==> config.mk <==
export PLATFORM = sky130hd
export DESIGN_NAME = pst_timer
export DESIGN_NICKNAME = d
export VERILOG_FILES = /design/src/common/pst_pkg.sv /design/src/design/pst_fall_det.sv /design/src/design/pst_one_shot.sv /design/src/design/pst_timer.sv
export VERILOG_INCLUDE_DIRS = /design/src /design/src/common
export SDC_FILE = /design/constraint.sdc
export NUM_CORES = 1
export LEC_CHECK = 0
export BUFFER_PORTS_ARGS = -buffer_cell sky130_fd_sc_hd__buf_2
export CORE_MARGIN = 5
export CORE_UTILIZATION = 45
export DETAILED_ROUTE_END_ITERATION = 10
export PLACE_DENSITY_LB_ADDON = 0.05
export REMOVE_ABC_BUFFERS = 1
export SLEW_MARGIN = 0
export SYNTH_ARGS = -nofsm -noshare
export SYNTH_HDL_FRONTEND = slang
export SYNTH_SLANG_ARGS = --single-unit
==> constraint.sdc <==
create_clock -name ref_clk -period 3.2 [get_ports ref_clk]
set_input_delay 0.16 -clock ref_clk [delete_from_list [all_inputs] [get_ports ref_clk]]
set_output_delay 0.16 -clock ref_clk [all_outputs]
set_load 0.05 [all_outputs]
==> src/common/pst_map.svh <==
/*
  constants of the programmable stage timer: widths, select base, reset
  values. assumes inclusion by bare name from the package and the modules.
*/
`ifndef PST_MAP_SVH
`define PST_MAP_SVH

`define PST_STAGES 24
`define PST_SEC_W 8
`define PST_NSEC 3
`define PST_SEL_W 4
`define PST_IDX_W 5
`define PST_SEL_BASE 5'h08
`define PST_MONO_W 8
`define PST_CNT_RST 24'h000000
`define PST_OSC_B_RST 1'b1

`endif

==> src/common/pst_pkg.sv <==
/*
  types of the programmable stage timer: mode enum, control carrier and
  the state structs of each module. assumes pst_map.svh on the path.
*/
`include "pst_map.svh"

package pst_pkg;

  typedef enum logic [1:0] {
    PST_RUN = 2'b00,
    PST_SET = 2'b01,
    PST_TEST = 2'b10
  } pst_mode_e;

  typedef struct packed {
    logic set_lvl;
    logic reset_lvl;
    logic skip8;
    logic count_hold;
    logic osc_stop;
  } pst_ctrl_s;

  typedef struct packed {
    pst_mode_e mode;
    logic latch;
    logic [`PST_STAGES-1:0] cnt;
    logic dec;
    logic osc_a;
    logic osc_b;
    logic test;
  } pst_state_s;

  typedef struct packed {
    logic prev;
  } pst_fall_s;

  typedef struct packed {
    logic trig_prev;
    logic busy;
    logic [`PST_MONO_W-1:0] left;
  } pst_shot_s;

endpackage : pst_pkg

==> src/design/pst_fall_det.sv <==
/*
  falling edge detector for the count clock input.
  assumes the input is synchronous to ref_clk.
*/
`timescale 1ns/1ps
`include "pst_map.svh"

module pst_fall_det (
  // clock and reset
  input wire logic ref_clk,
  input wire logic rst,
  // level in, edge out
  input wire logic level_in,
  output logic fall
);

  pst_pkg::pst_fall_s st_ff;
  pst_pkg::pst_fall_s nxt_st;

  always_comb begin
    nxt_st = st_ff;
    nxt_st.prev = level_in;
  end

  always_ff @(posedge ref_clk) begin
    if (rst) begin
      st_ff <= '0;
    end else begin
      st_ff <= nxt_st;
    end
  end

  // high-to-low seen between the last sample and this one
  assign fall = st_ff.prev & ~level_in;
endmodule : pst_fall_det

==> src/design/pst_one_shot.sv <==
/*
  one-shot pulse stage: a rising trigger starts a pulse of width cycles.
  assumes width and enable are steady while a pulse runs.
*/
`timescale 1ns/1ps
`include "pst_map.svh"

module pst_one_shot #(
  parameter int WIDTH_W = `PST_MONO_W
) (
  // clock and reset
  input wire logic ref_clk,
  input wire logic rst,
  // configuration
  input wire logic enable,
  input wire logic [WIDTH_W-1:0] width,
  // trigger and pulse
  input wire logic trig,
  output logic pulse
);

  if (WIDTH_W != `PST_MONO_W) begin : g_bad_width
    $error("pst_one_shot: WIDTH_W must match the state field width");
  end

  pst_pkg::pst_shot_s st_ff;
  pst_pkg::pst_shot_s nxt_st;
  logic rise;

  assign rise = trig & ~st_ff.trig_prev;

  always_comb begin
    nxt_st = st_ff;
    nxt_st.trig_prev = trig;
    if (!enable) begin
      nxt_st.busy = 1'b0;
    end else if (st_ff.busy) begin
      if (st_ff.left == '0) begin
        nxt_st.busy = 1'b0;
      end else begin
        nxt_st.left = st_ff.left - 1'b1;
      end
    end else if (rise && width != '0) begin
      nxt_st.busy = 1'b1;
      nxt_st.left = width - 1'b1;
    end
  end

  always_ff @(posedge ref_clk) begin
    if (rst) begin
      st_ff <= '0;
    end else begin
      st_ff <= nxt_st;
    end
  end

  assign pulse = st_ff.busy;
endmodule : pst_one_shot

==> src/design/pst_timer.sv <==
/*
  programmable stage timer: 24-stage counter stepped by falling edges of
  count_clock_in, stage select onto decode_out, optional one-shot, set and
  reset handling, test mode and oscillator drive outputs.
  assumes all inputs synchronous to ref_clk (10 MHz) and that the party
  outside drops set and reset together when leaving test mode.
*/
`timescale 1ns/1ps
`include "pst_map.svh"

module pst_timer (
  // clock and reset
  input wire logic ref_clk,
  input wire logic rst,
  // count clock from external source or oscillator loop
  input wire logic count_clock_in,
  // control levels
  input wire pst_pkg::pst_ctrl_s ctrl,
  // stage select, bit 3 most significant
  input wire logic [`PST_SEL_W-1:0] stage_sel,
  // one-shot configuration
  input wire logic mono_en,
  input wire logic [`PST_MONO_W-1:0] mono_width,
  // tap output
  output logic decode_out,
  // oscillator drive outputs
  output logic osc_drive_a,
  output logic osc_drive_b,
  // status
  output logic [`PST_STAGES-1:0] stage_q,
  output logic test_active
);

  if (`PST_NSEC * `PST_SEC_W != `PST_STAGES) begin : g_bad_split
    $error("pst_timer: sections must cover every stage");
  end

  pst_pkg::pst_state_s st_ff;
  pst_pkg::pst_state_s nxt_st;
  logic fall;
  logic edge_g;
  logic test_req;
  logic osc_run;
  logic shot_pulse;
  logic [`PST_IDX_W-1:0] sel_idx;
  logic sel_bit;
  logic [`PST_NSEC-1:0] cin;
  logic [`PST_STAGES-1:0] cnt_adv;

  pst_fall_det u_fall (
    .ref_clk(ref_clk),
    .rst(rst),
    .level_in(count_clock_in),
    .fall(fall)
  );

  pst_one_shot #(
    .WIDTH_W(`PST_MONO_W)
  ) u_shot (
    .ref_clk(ref_clk),
    .rst(rst),
    .enable(mono_en),
    .width(mono_width),
    .trig(sel_bit),
    .pulse(shot_pulse)
  );

  assign test_req = ctrl.skip8 & ctrl.set_lvl & ctrl.reset_lvl;

  assign osc_run = ~(ctrl.set_lvl | ctrl.reset_lvl | ctrl.osc_stop);

  // gated counting edge, no start-up delay
  assign edge_g = fall & ~ctrl.count_hold & ~ctrl.osc_stop;

  // stage index, same cell for both skip settings
  assign sel_idx = `PST_SEL_BASE + {1'b0, stage_sel};
  assign sel_bit = st_ff.cnt[sel_idx];

  // synchronous sections, carry from all-ones section below
  for (genvar gi = 0; gi < `PST_NSEC; gi++) begin : g_sec
    if (gi == 0) begin : g_first
      // first section idle when skipped, parallel in test
      assign cin[gi] = test_req ? edge_g : (edge_g & ~ctrl.skip8);
    end else if (gi == 1) begin : g_second
      // skip feeds the edge straight into stage 9
      assign cin[gi] = (test_req | ctrl.skip8) ? edge_g :
        (cin[gi-1] & (&st_ff.cnt[gi*`PST_SEC_W-1 -: `PST_SEC_W]));
    end else begin : g_rest
      // each section counts the edge alone in test mode
      assign cin[gi] = test_req ? edge_g :
        (cin[gi-1] & (&st_ff.cnt[gi*`PST_SEC_W-1 -: `PST_SEC_W]));
    end
    // advance by one per counted edge
    assign cnt_adv[gi*`PST_SEC_W +: `PST_SEC_W] =
      st_ff.cnt[gi*`PST_SEC_W +: `PST_SEC_W] +
      {{(`PST_SEC_W-1){1'b0}}, cin[gi]};
  end

  always_comb begin
    nxt_st = st_ff;
    // registered copy of the clock input and its complement, both gated by osc_run
    nxt_st.osc_a = osc_run & count_clock_in;
    nxt_st.osc_b = ~(osc_run & count_clock_in);
    nxt_st.test = test_req;
    if (test_req) begin
      nxt_st.mode = pst_pkg::PST_TEST;
      nxt_st.latch = 1'b0;
      nxt_st.cnt = cnt_adv;
    end else if (ctrl.reset_lvl) begin
      // reset clears and wins over set
      nxt_st.mode = pst_pkg::PST_RUN;
      nxt_st.latch = 1'b0;
      nxt_st.cnt = `PST_CNT_RST;
    end else if (ctrl.set_lvl) begin
      nxt_st.mode = pst_pkg::PST_SET;
      nxt_st.latch = 1'b1;
      nxt_st.cnt = `PST_CNT_RST;
    end else begin
      unique case (st_ff.mode)
        pst_pkg::PST_RUN: begin
          nxt_st.cnt = cnt_adv;
        end
        pst_pkg::PST_SET: begin
          if (edge_g) begin
            nxt_st.latch = 1'b0;
            nxt_st.mode = pst_pkg::PST_RUN;
          end
        end
        pst_pkg::PST_TEST: begin
          // set and reset fell together: series chain again
          nxt_st.mode = pst_pkg::PST_RUN;
          nxt_st.cnt = cnt_adv;
        end
        default: begin
          nxt_st.mode = pst_pkg::PST_RUN;
        end
      endcase
    end
    if (test_req) begin
      nxt_st.dec = sel_bit;
    end else if (ctrl.reset_lvl) begin
      nxt_st.dec = 1'b0;
    end else if (ctrl.set_lvl) begin
      nxt_st.dec = 1'b1;
    end else if (mono_en) begin
      nxt_st.dec = st_ff.latch | shot_pulse;
    end else begin
      // direct stage level, square wave when free running
      nxt_st.dec = st_ff.latch | sel_bit;
    end
  end

  always_ff @(posedge ref_clk) begin
    if (rst) begin
      st_ff <= '0;
      st_ff.mode <= pst_pkg::PST_RUN;
      st_ff.cnt <= `PST_CNT_RST;
      st_ff.osc_b <= `PST_OSC_B_RST;
    end else begin
      st_ff <= nxt_st;
    end
  end

  assign decode_out = st_ff.dec;
  assign osc_drive_a = st_ff.osc_a;
  assign osc_drive_b = st_ff.osc_b;
  assign stage_q = st_ff.cnt;
  assign test_active = st_ff.test;
endmodule : pst_timer

==> summary.md, run 1 <==
| Metric | Value |
|---|---|
| Status | `finished clean` |
| Setup bufs post-CTS | `0` |
| Clock tree from TritonCTS | `built` |
| Ant diodes | `0` |
| Layout area overhead | `5.62%` |
| Gr usage total | `0.167` |
| WL final | `about 6.1 mm` |
| Yosys reg bits | `42` |
| Maximum vdd ir drop | `between 0.2 and 0.3 mV` |
| Ports | `49` |
| Count of cell types in the netlist | `55` |
| Setup violators final | `0` |
| Worst EP required | `roughly 3400 ps` |
| Antenna-violating nets left | `0` |
| Largest net degree at the start of global routing | `25` |
| Placed cell areas | `around 2800 µm²` |
| Mapped Cells | `around 330` |
| Commonest cells post-synth | `46 x nor2_1, 42 x dfxtp_1, 25 x buf_4` |
| Global-route wire length before repair | `10.3 mm` |
| Placer congestion estimate | `0.807` |
| Top cell type's share of synthesized area | `0.307` |
| Unrepaired setup endpoints after global routing | `false` |
| Final HPWL from detailed placement | `around 4.6 mm` |
| Clk buf depth | `2` |
| YS warnings | `0` |
| Top FF cell, synth | `dfxtp_1` |
| CTS clk-pin slew, worst paths | `80 ps` |
| DR DRC count | `0` |
| Final Max Slew Viols | `0` |
| Drt initial violations | `84` |
| PortBufs | `48` |
| Worst min path class | `primary input to flop` |
| Initial antenna violation count | `0` |
| Initial Util | `0.463` |
| TritonCTS Buffers | `5` |
| Setup TNS | `0 ps` |
| Largest cells by area after synthesis | `dfxtp_1 31%, xor2_1 7.0%, buf_4 6.9%, nor2_1 6.3%, ha_1 4.6%` |
| Core Area | `approximately 5900 µm²` |
| Routed len/inst | `between 10 and 15 µm` |
| Synth area leader | `dfxtp_1` |
| Fin area | `~2900 µm²` |
| Layout cells sized above 1 | `0.199` |
| Post-CTS sizing | `0` |
| Post-synthesis sequential area ratio | `0.307` |
| CP endpoint kind | `flop` |
| CTS Root Buffer Type | `clkbuf_8` |
| Final Net Count | `roughly 380` |
| Comb power frac | `0.181` |
| Via count | `~2200` |
| Synthesized area | `2740 µm²` |
| Fmax | `around 0.46 GHz` |
| Critical Path AT | `around 2300 ps` |
| Die Width | `about 88 µm` |
| EDFF count, synth | `0` |
| Avg Synthesized Cell Area | `about 8.3 µm²` |
| Switch Pwr | `between 0.0003 and 0.0004 W` |
| DIE AREA | `about 7700 µm²` |
| Std cell rows | `28` |
| Htree depth | `2` |
| Largest family of logic cells by synthesized area | `simple AND/OR/NAND/NOR gates` |
| Sw frac | `0.278` |
| First-pass iteration count of the detailed router | `6` |
| Total gr overflow | `0` |
| Pwr dens | `a little over 400 nW/µm²` |
| Final worst-path cycle share | `0.678` |
| Post-Synth XOR/XNOR Area | `0.0799` |
| Internal power | `0.000853 W` |
| Ys async rst share | `0` |
| Critical path type | `flop to flop` |
| Vias per cell | `around 5.3` |
| Synth Area in Simple Gates | `0.246` |
| Slew @ Worst Pin | `roughly 870 ps` |
| Seq pwr share | `0.467` |
| Max-slew headroom | `0.418` |
| # hold bufs at CTS | `0` |
| Mux share of post-synthesis cell area | `0.0302` |
| Period minus WS final | `2170 ps` |
| Power Total | `~0.0012 W` |
| Synth Area in Compound Gates | `0.169` |
| Clock skew | `slightly above 7 ps` |
| Clock Latency Late Sink | `just under 300 ps` |
| Crit start category | `flop` |
| Max cap viols | `0` |
| Leakage | `about 1.2 nW` |
| Count of final hold-check violations | `0` |
| CP Max Fanout | `4` |
| Clock Power Share | `0.352` |
| Most common cell in the synthesized netlist | `nor2_1` |
| Chip height | `slightly below 90 µm` |
| TritonCTS Sinks | `42` |
| Synth Area in Adders | `0.0457` |
| Vias in the first global route | `approximately 2100` |
[cells in the final DEF, fill, tap and decap left out, drive strengths merged, types with 3 or more instances in the layout]
cell type,instances
or3,4
and2,3
clkbuf,7
o21ai,11
o31ai,3
o22ai,3
buf,49
nor3b,3
nor2,46
a22oi,9
nor2b,8
mux2i,6
a21oi,16
xnor2,3
ha,10
nor3,9
nand4,8
xor2,22
nand2,20
nand2b,5
inv,11
nand3,12
dfxtp,42
and3,4
a31oi,6
[cells by family (layout without fill, tap and decap cells)]
logic type,after synthesis,after routing
multiplexers,8,8
AND/OR/NAND/NOR,130,130
flip-flops,42,42
AO/OA/AOI/OAI,63,63
adder cells (fa/ha/maj),10,10
buffers and inverters,51,68
XOR/XNOR,25,25
[sequential cells by signal, summed over array words and instances (netlist names)]
register      count
stage_q          24
u_shot.st_ff      9
st_ff             3
decode_out        1
osc_drive_a       1
osc_drive_b       1
test_active       1
u_fall.st_ff      1
u_shot.pulse      1
[final cells by class]
| class | count | area (µm²) |
|---|---|---|
| multi-input cells | 236 | 1560 |
| repair buffers | 49 | 248 |
| clock buffers | 7 | 76.3 |
| flip-flops and latches | 42 | 841 |
| fillers | 617 | 3030 |
| clock inverters | 1 | 30.0 |
| well taps | 75 | 93.8 |
| inverters | 11 | 41.3 |
[critical path, stage by stage (launching register included)]
cell,delay [ps]
dfxtp_1,310
or4b_2,640
nor2_1,190
and2_1,150
ha_1,160
nand3_1,80
nor2_1,210
nand3_1,130
xor2_1,140
nor2_1,50
[stage by stage]
step | setup WS (ps) | cells | hold slack [ps] | utilization
after floorplan | 952 | 289 | 224 | -
after global placement | 992 | 413 | 411 | 0.471
after detailed placement | 964 | 413 | 405 | 0.471
after CTS | 999 | 421 | 103 | 0.489
after global routing | 773 | 421 | 120 | 0.489
final | 1030 | 421 | 108 | 0.489
[power groups by stage]
stage | logic [W] | clock network (W) | registers (W)
2_1_floorplan | 0.000142 | 0 | 0.000568
3_3_place_gp | 0.000213 | 0 | 0.000563
3_5_place_dp | 0.000213 | 0 | 0.000563
4_1_cts | 0.000215 | 0.000430 | 0.000551
5_1_grt | 0.000240 | 0.000451 | 0.000553
6_report | 0.000214 | 0.000416 | 0.000551
[final timing paths]
path | from | cells past startpoint | endpoint | slack (ps)
worst min-delay path | ctrl[0] | 2 | osc_drive_b | 110
worst max-delay path | u_fall.st_ff | 9 | stage_q[23] | 1030
worst min register to register | stage_q[5] | 2 | stage_q[5] | 510
worst max register to register | u_fall.st_ff | 9 | stage_q[23] | 1030
[metal layers]
| layer | global-route usage | vias to the layer above | share of wire | wire length, µm |
|---|---|---|---|---|
| met5 | 0 | - | 0 | 0 |
| met4 | 0.0440 | 0 | 0.011 | 65 |
| met3 | 0.0367 | 6 | 0.042 | 257 |
| met2 | 0.249 | 39 | 0.41 | 2520 |
| met1 | 0.242 | 1042 | 0.54 | 3280 |
| li1 | - | 1161 | - | - |
Note: power is estimated with default switching activity, not from simulation.
==> run 2, diff against run 1 <==
Clock period 3.2 ns to 1.8 ns, I/O delays scaled along.
==> summary.md, run 2 (same netlist as run 1, synthesis figures left out) <==
| Metric | Value |
|---|---|
| Vias per cell | `5.35 (+0.16%)` |
| Layout cells sized above 1 | `0.409 (+0.209)` |
| TritonCTS Sinks | `42 (unchanged)` |
| TritonCTS Buffers | `5 (unchanged)` |
| Antenna-violating nets left | `0 (unchanged)` |
| First-pass iteration count of the detailed router | `4 (-2)` |
| Initial antenna violation count | `0 (unchanged)` |
| Unrepaired setup endpoints after global routing | `true` |
| Maximum vdd ir drop | `0.406 mV (+42%)` |
| Slowest cell on crit path | `or4_4` |
| Max-slew headroom | `0.465 (+0.0473)` |
| CTS Root Buffer Type | `clkbuf_8` |
| Ant diodes | `0 (unchanged)` |
| Vias in the first global route | `2387 (+11%)` |
| Crit start category | `flop` |
| DIE AREA | `7750 µm² (unchanged)` |
| Failing checks | `setup timing` |
| Htree depth | `2 (unchanged)` |
| PortBufs | `48 (unchanged)` |
| CP peak stage delay | `580 ps (-60 ps)` |
| Placer congestion estimate | `0.830 (+2.8%)` |
| Slew @ Worst Pin | `796 ps (-70.4 ps)` |
| Routed len/inst | `14.7 µm (+1.3%)` |
| Period minus WS final | `1880 ps (-287 ps)` |
| Status | `finished, violations left` |
| Most common cell after layout, fill and taps aside | `buf_4` |
| Worst min path class | `primary input to flop` |
| Worst EP required | `1970 ps (-1400 ps)` |
| Layout area overhead | `32.3%` |
| Initial Util | `0.463 (unchanged)` |
| Total gr overflow | `0 (unchanged)` |
| Setup ws final | `-82.3 ps (-1110 ps)` |
| Clock skew | `6.00 ps (-1.11 ps)` |
| Most frequent cells in the layout | `49 x buf_4, 48 x buf_2, 42 x nor2_1` |
| DR DRC count | `0 (unchanged)` |
| Std cell rows | `28 (unchanged)` |
| Setup violators final | `11 (+11)` |
| Clock tree from TritonCTS | `built` |
| Crit-path cells | `or4_4 > buf_6 > o31ai_4 > buf_6 > a21oi_2 > o22ai_1 > nor2b_4 > a2111oi_4` |
| CP Max Fanout | `4 (unchanged)` |
| Largest net degree at the start of global routing | `21 (-16%)` |
| Core Area | `5920 µm² (unchanged)` |
| Largest register FFs | `24 (unchanged)` |
| Global-route wire length before repair | `11.5 mm (+12%)` |
| Cell family with most CP delay | `simple AND/OR/NAND/NOR gates` |
| Clk buf depth | `2 (unchanged)` |
| Count of final hold-check violations | `0 (unchanged)` |
| Critical path's most frequent cell | `buf_6` |
| Max cap viols | `0 (unchanged)` |
| Ports | `49 (unchanged)` |
| Setup TNS | `-415 ps (-415 ps)` |
| CP endpoint kind | `flop` |
| Critical Path AT | `2050 ps (-290 ps)` |
| Leakage | `1.50 nW (+23%)` |
| Via count | `2535 (+13%)` |
| Clock Latency Late Sink | `290 ps (about the same)` |
| Drt initial violations | `148 (+76%)` |
| Chip height | `88.0 µm (unchanged)` |
| Setup WS pre-CTS | `-306 ps (-1270 ps)` |
| Critical path type | `flop to flop` |
| FILL cells | `527 (-15%)` |
| Pwr dens | `635 nW/µm² (+56%)` |
| WL final | `6.98 mm (+14%)` |
| Final Net Count | `430 (+14%)` |
| CTS clk-pin slew, worst paths | `80 ps (about the same)` |
| Final HPWL from detailed placement | `5.00 mm (+8.4%)` |
| Final Max Slew Viols | `0 (unchanged)` |
| Die Width | `88.0 µm (unchanged)` |
| Worst Path Buf+Inv | `2 (+2)` |
| Power Total | `0.00230 W (+95%)` |
| Fmax | `0.531 GHz (+15%)` |
| Final worst-path cycle share | `1.05 (+0.368)` |
| Gr usage total | `0.186 (+0.0199)` |
[run 2: cell types whose count changed in the layout (fill, tap and decap cells not counted), moves of 4 or more]
cell / before / now
nor2_1: 46 / 42
nand3_2: 0 / 6
nand3_1: 12 / 5
dfxtp_2: 0 / 4
buf_6: 0 / 6
buf_4: 1 / 49
a21oi_1: 15 / 11
ha_1: 10 / 4
dfxtp_1: 42 / 38
ha_4: 0 / 6
[run 2: power by group]
group,internal (W),switching [W],total [W],leakage (nW)
Clock,0.000445,0.000341,0.000786,0.0573
Combinational,0.000245,0.000303,0.000548,1.10
Sequential,0.000952,0.0000143,0.000966,0.342
[run 2: stage by stage]
step | hold WS, ps | utilization | std cells | cell area (µm²)
2_1_floorplan | 154 | - | 289 | 2440
3_3_place_gp | 339 | 0.531 | 461 | 3150
3_5_place_dp | 340 | 0.531 | 461 | 3150
4_1_cts | 35.8 | 0.583 | 472 | 3450
5_1_grt | 64.4 | 0.612 | 474 | 3620
6_report | 39.1 | 0.612 | 474 | 3620
[run 2: timing repair]
action	in CTS	in global routing
pin swaps	25	19
hold buffers	0	0
endpoints found under the setup margin	30	28
setup buffers	4	2
gates resized for setup	31	34
cloned	0	0
[run 2: per-layer routing]
metal  part of all wire  global-route usage  up-vias
met5                  0                   0        -
met4             0.0049              0.0440        0
met3              0.049              0.0367        2
met2               0.44               0.280       53
met1               0.51               0.274     1208
li1                   -                   -     1272
[run 2: worst paths after layout]
path,end,depth (start not counted),slack (ps),startpoint
setup / recovery,u_shot.st_ff[5],8,-80,u_shot.st_ff[5]
hold / removal,osc_drive_b,2,40,ctrl[0]
setup reg to reg,u_shot.st_ff[5],8,-80,u_shot.st_ff[5]
hold reg to reg,st_ff[28],2,530,st_ff[28]
[run 2: cell type report]
class,instances,area [µm²],area share
flip-flops and latches,42,846,0.233
clock inverters,1,30.0,0.00828
clock buffers,6,82.6,0.0228
repair buffers,103,676,0.186
multi-input cells,236,1860,0.512
well taps,75,93.8,0.0259
inverters,11,41.3,0.0114
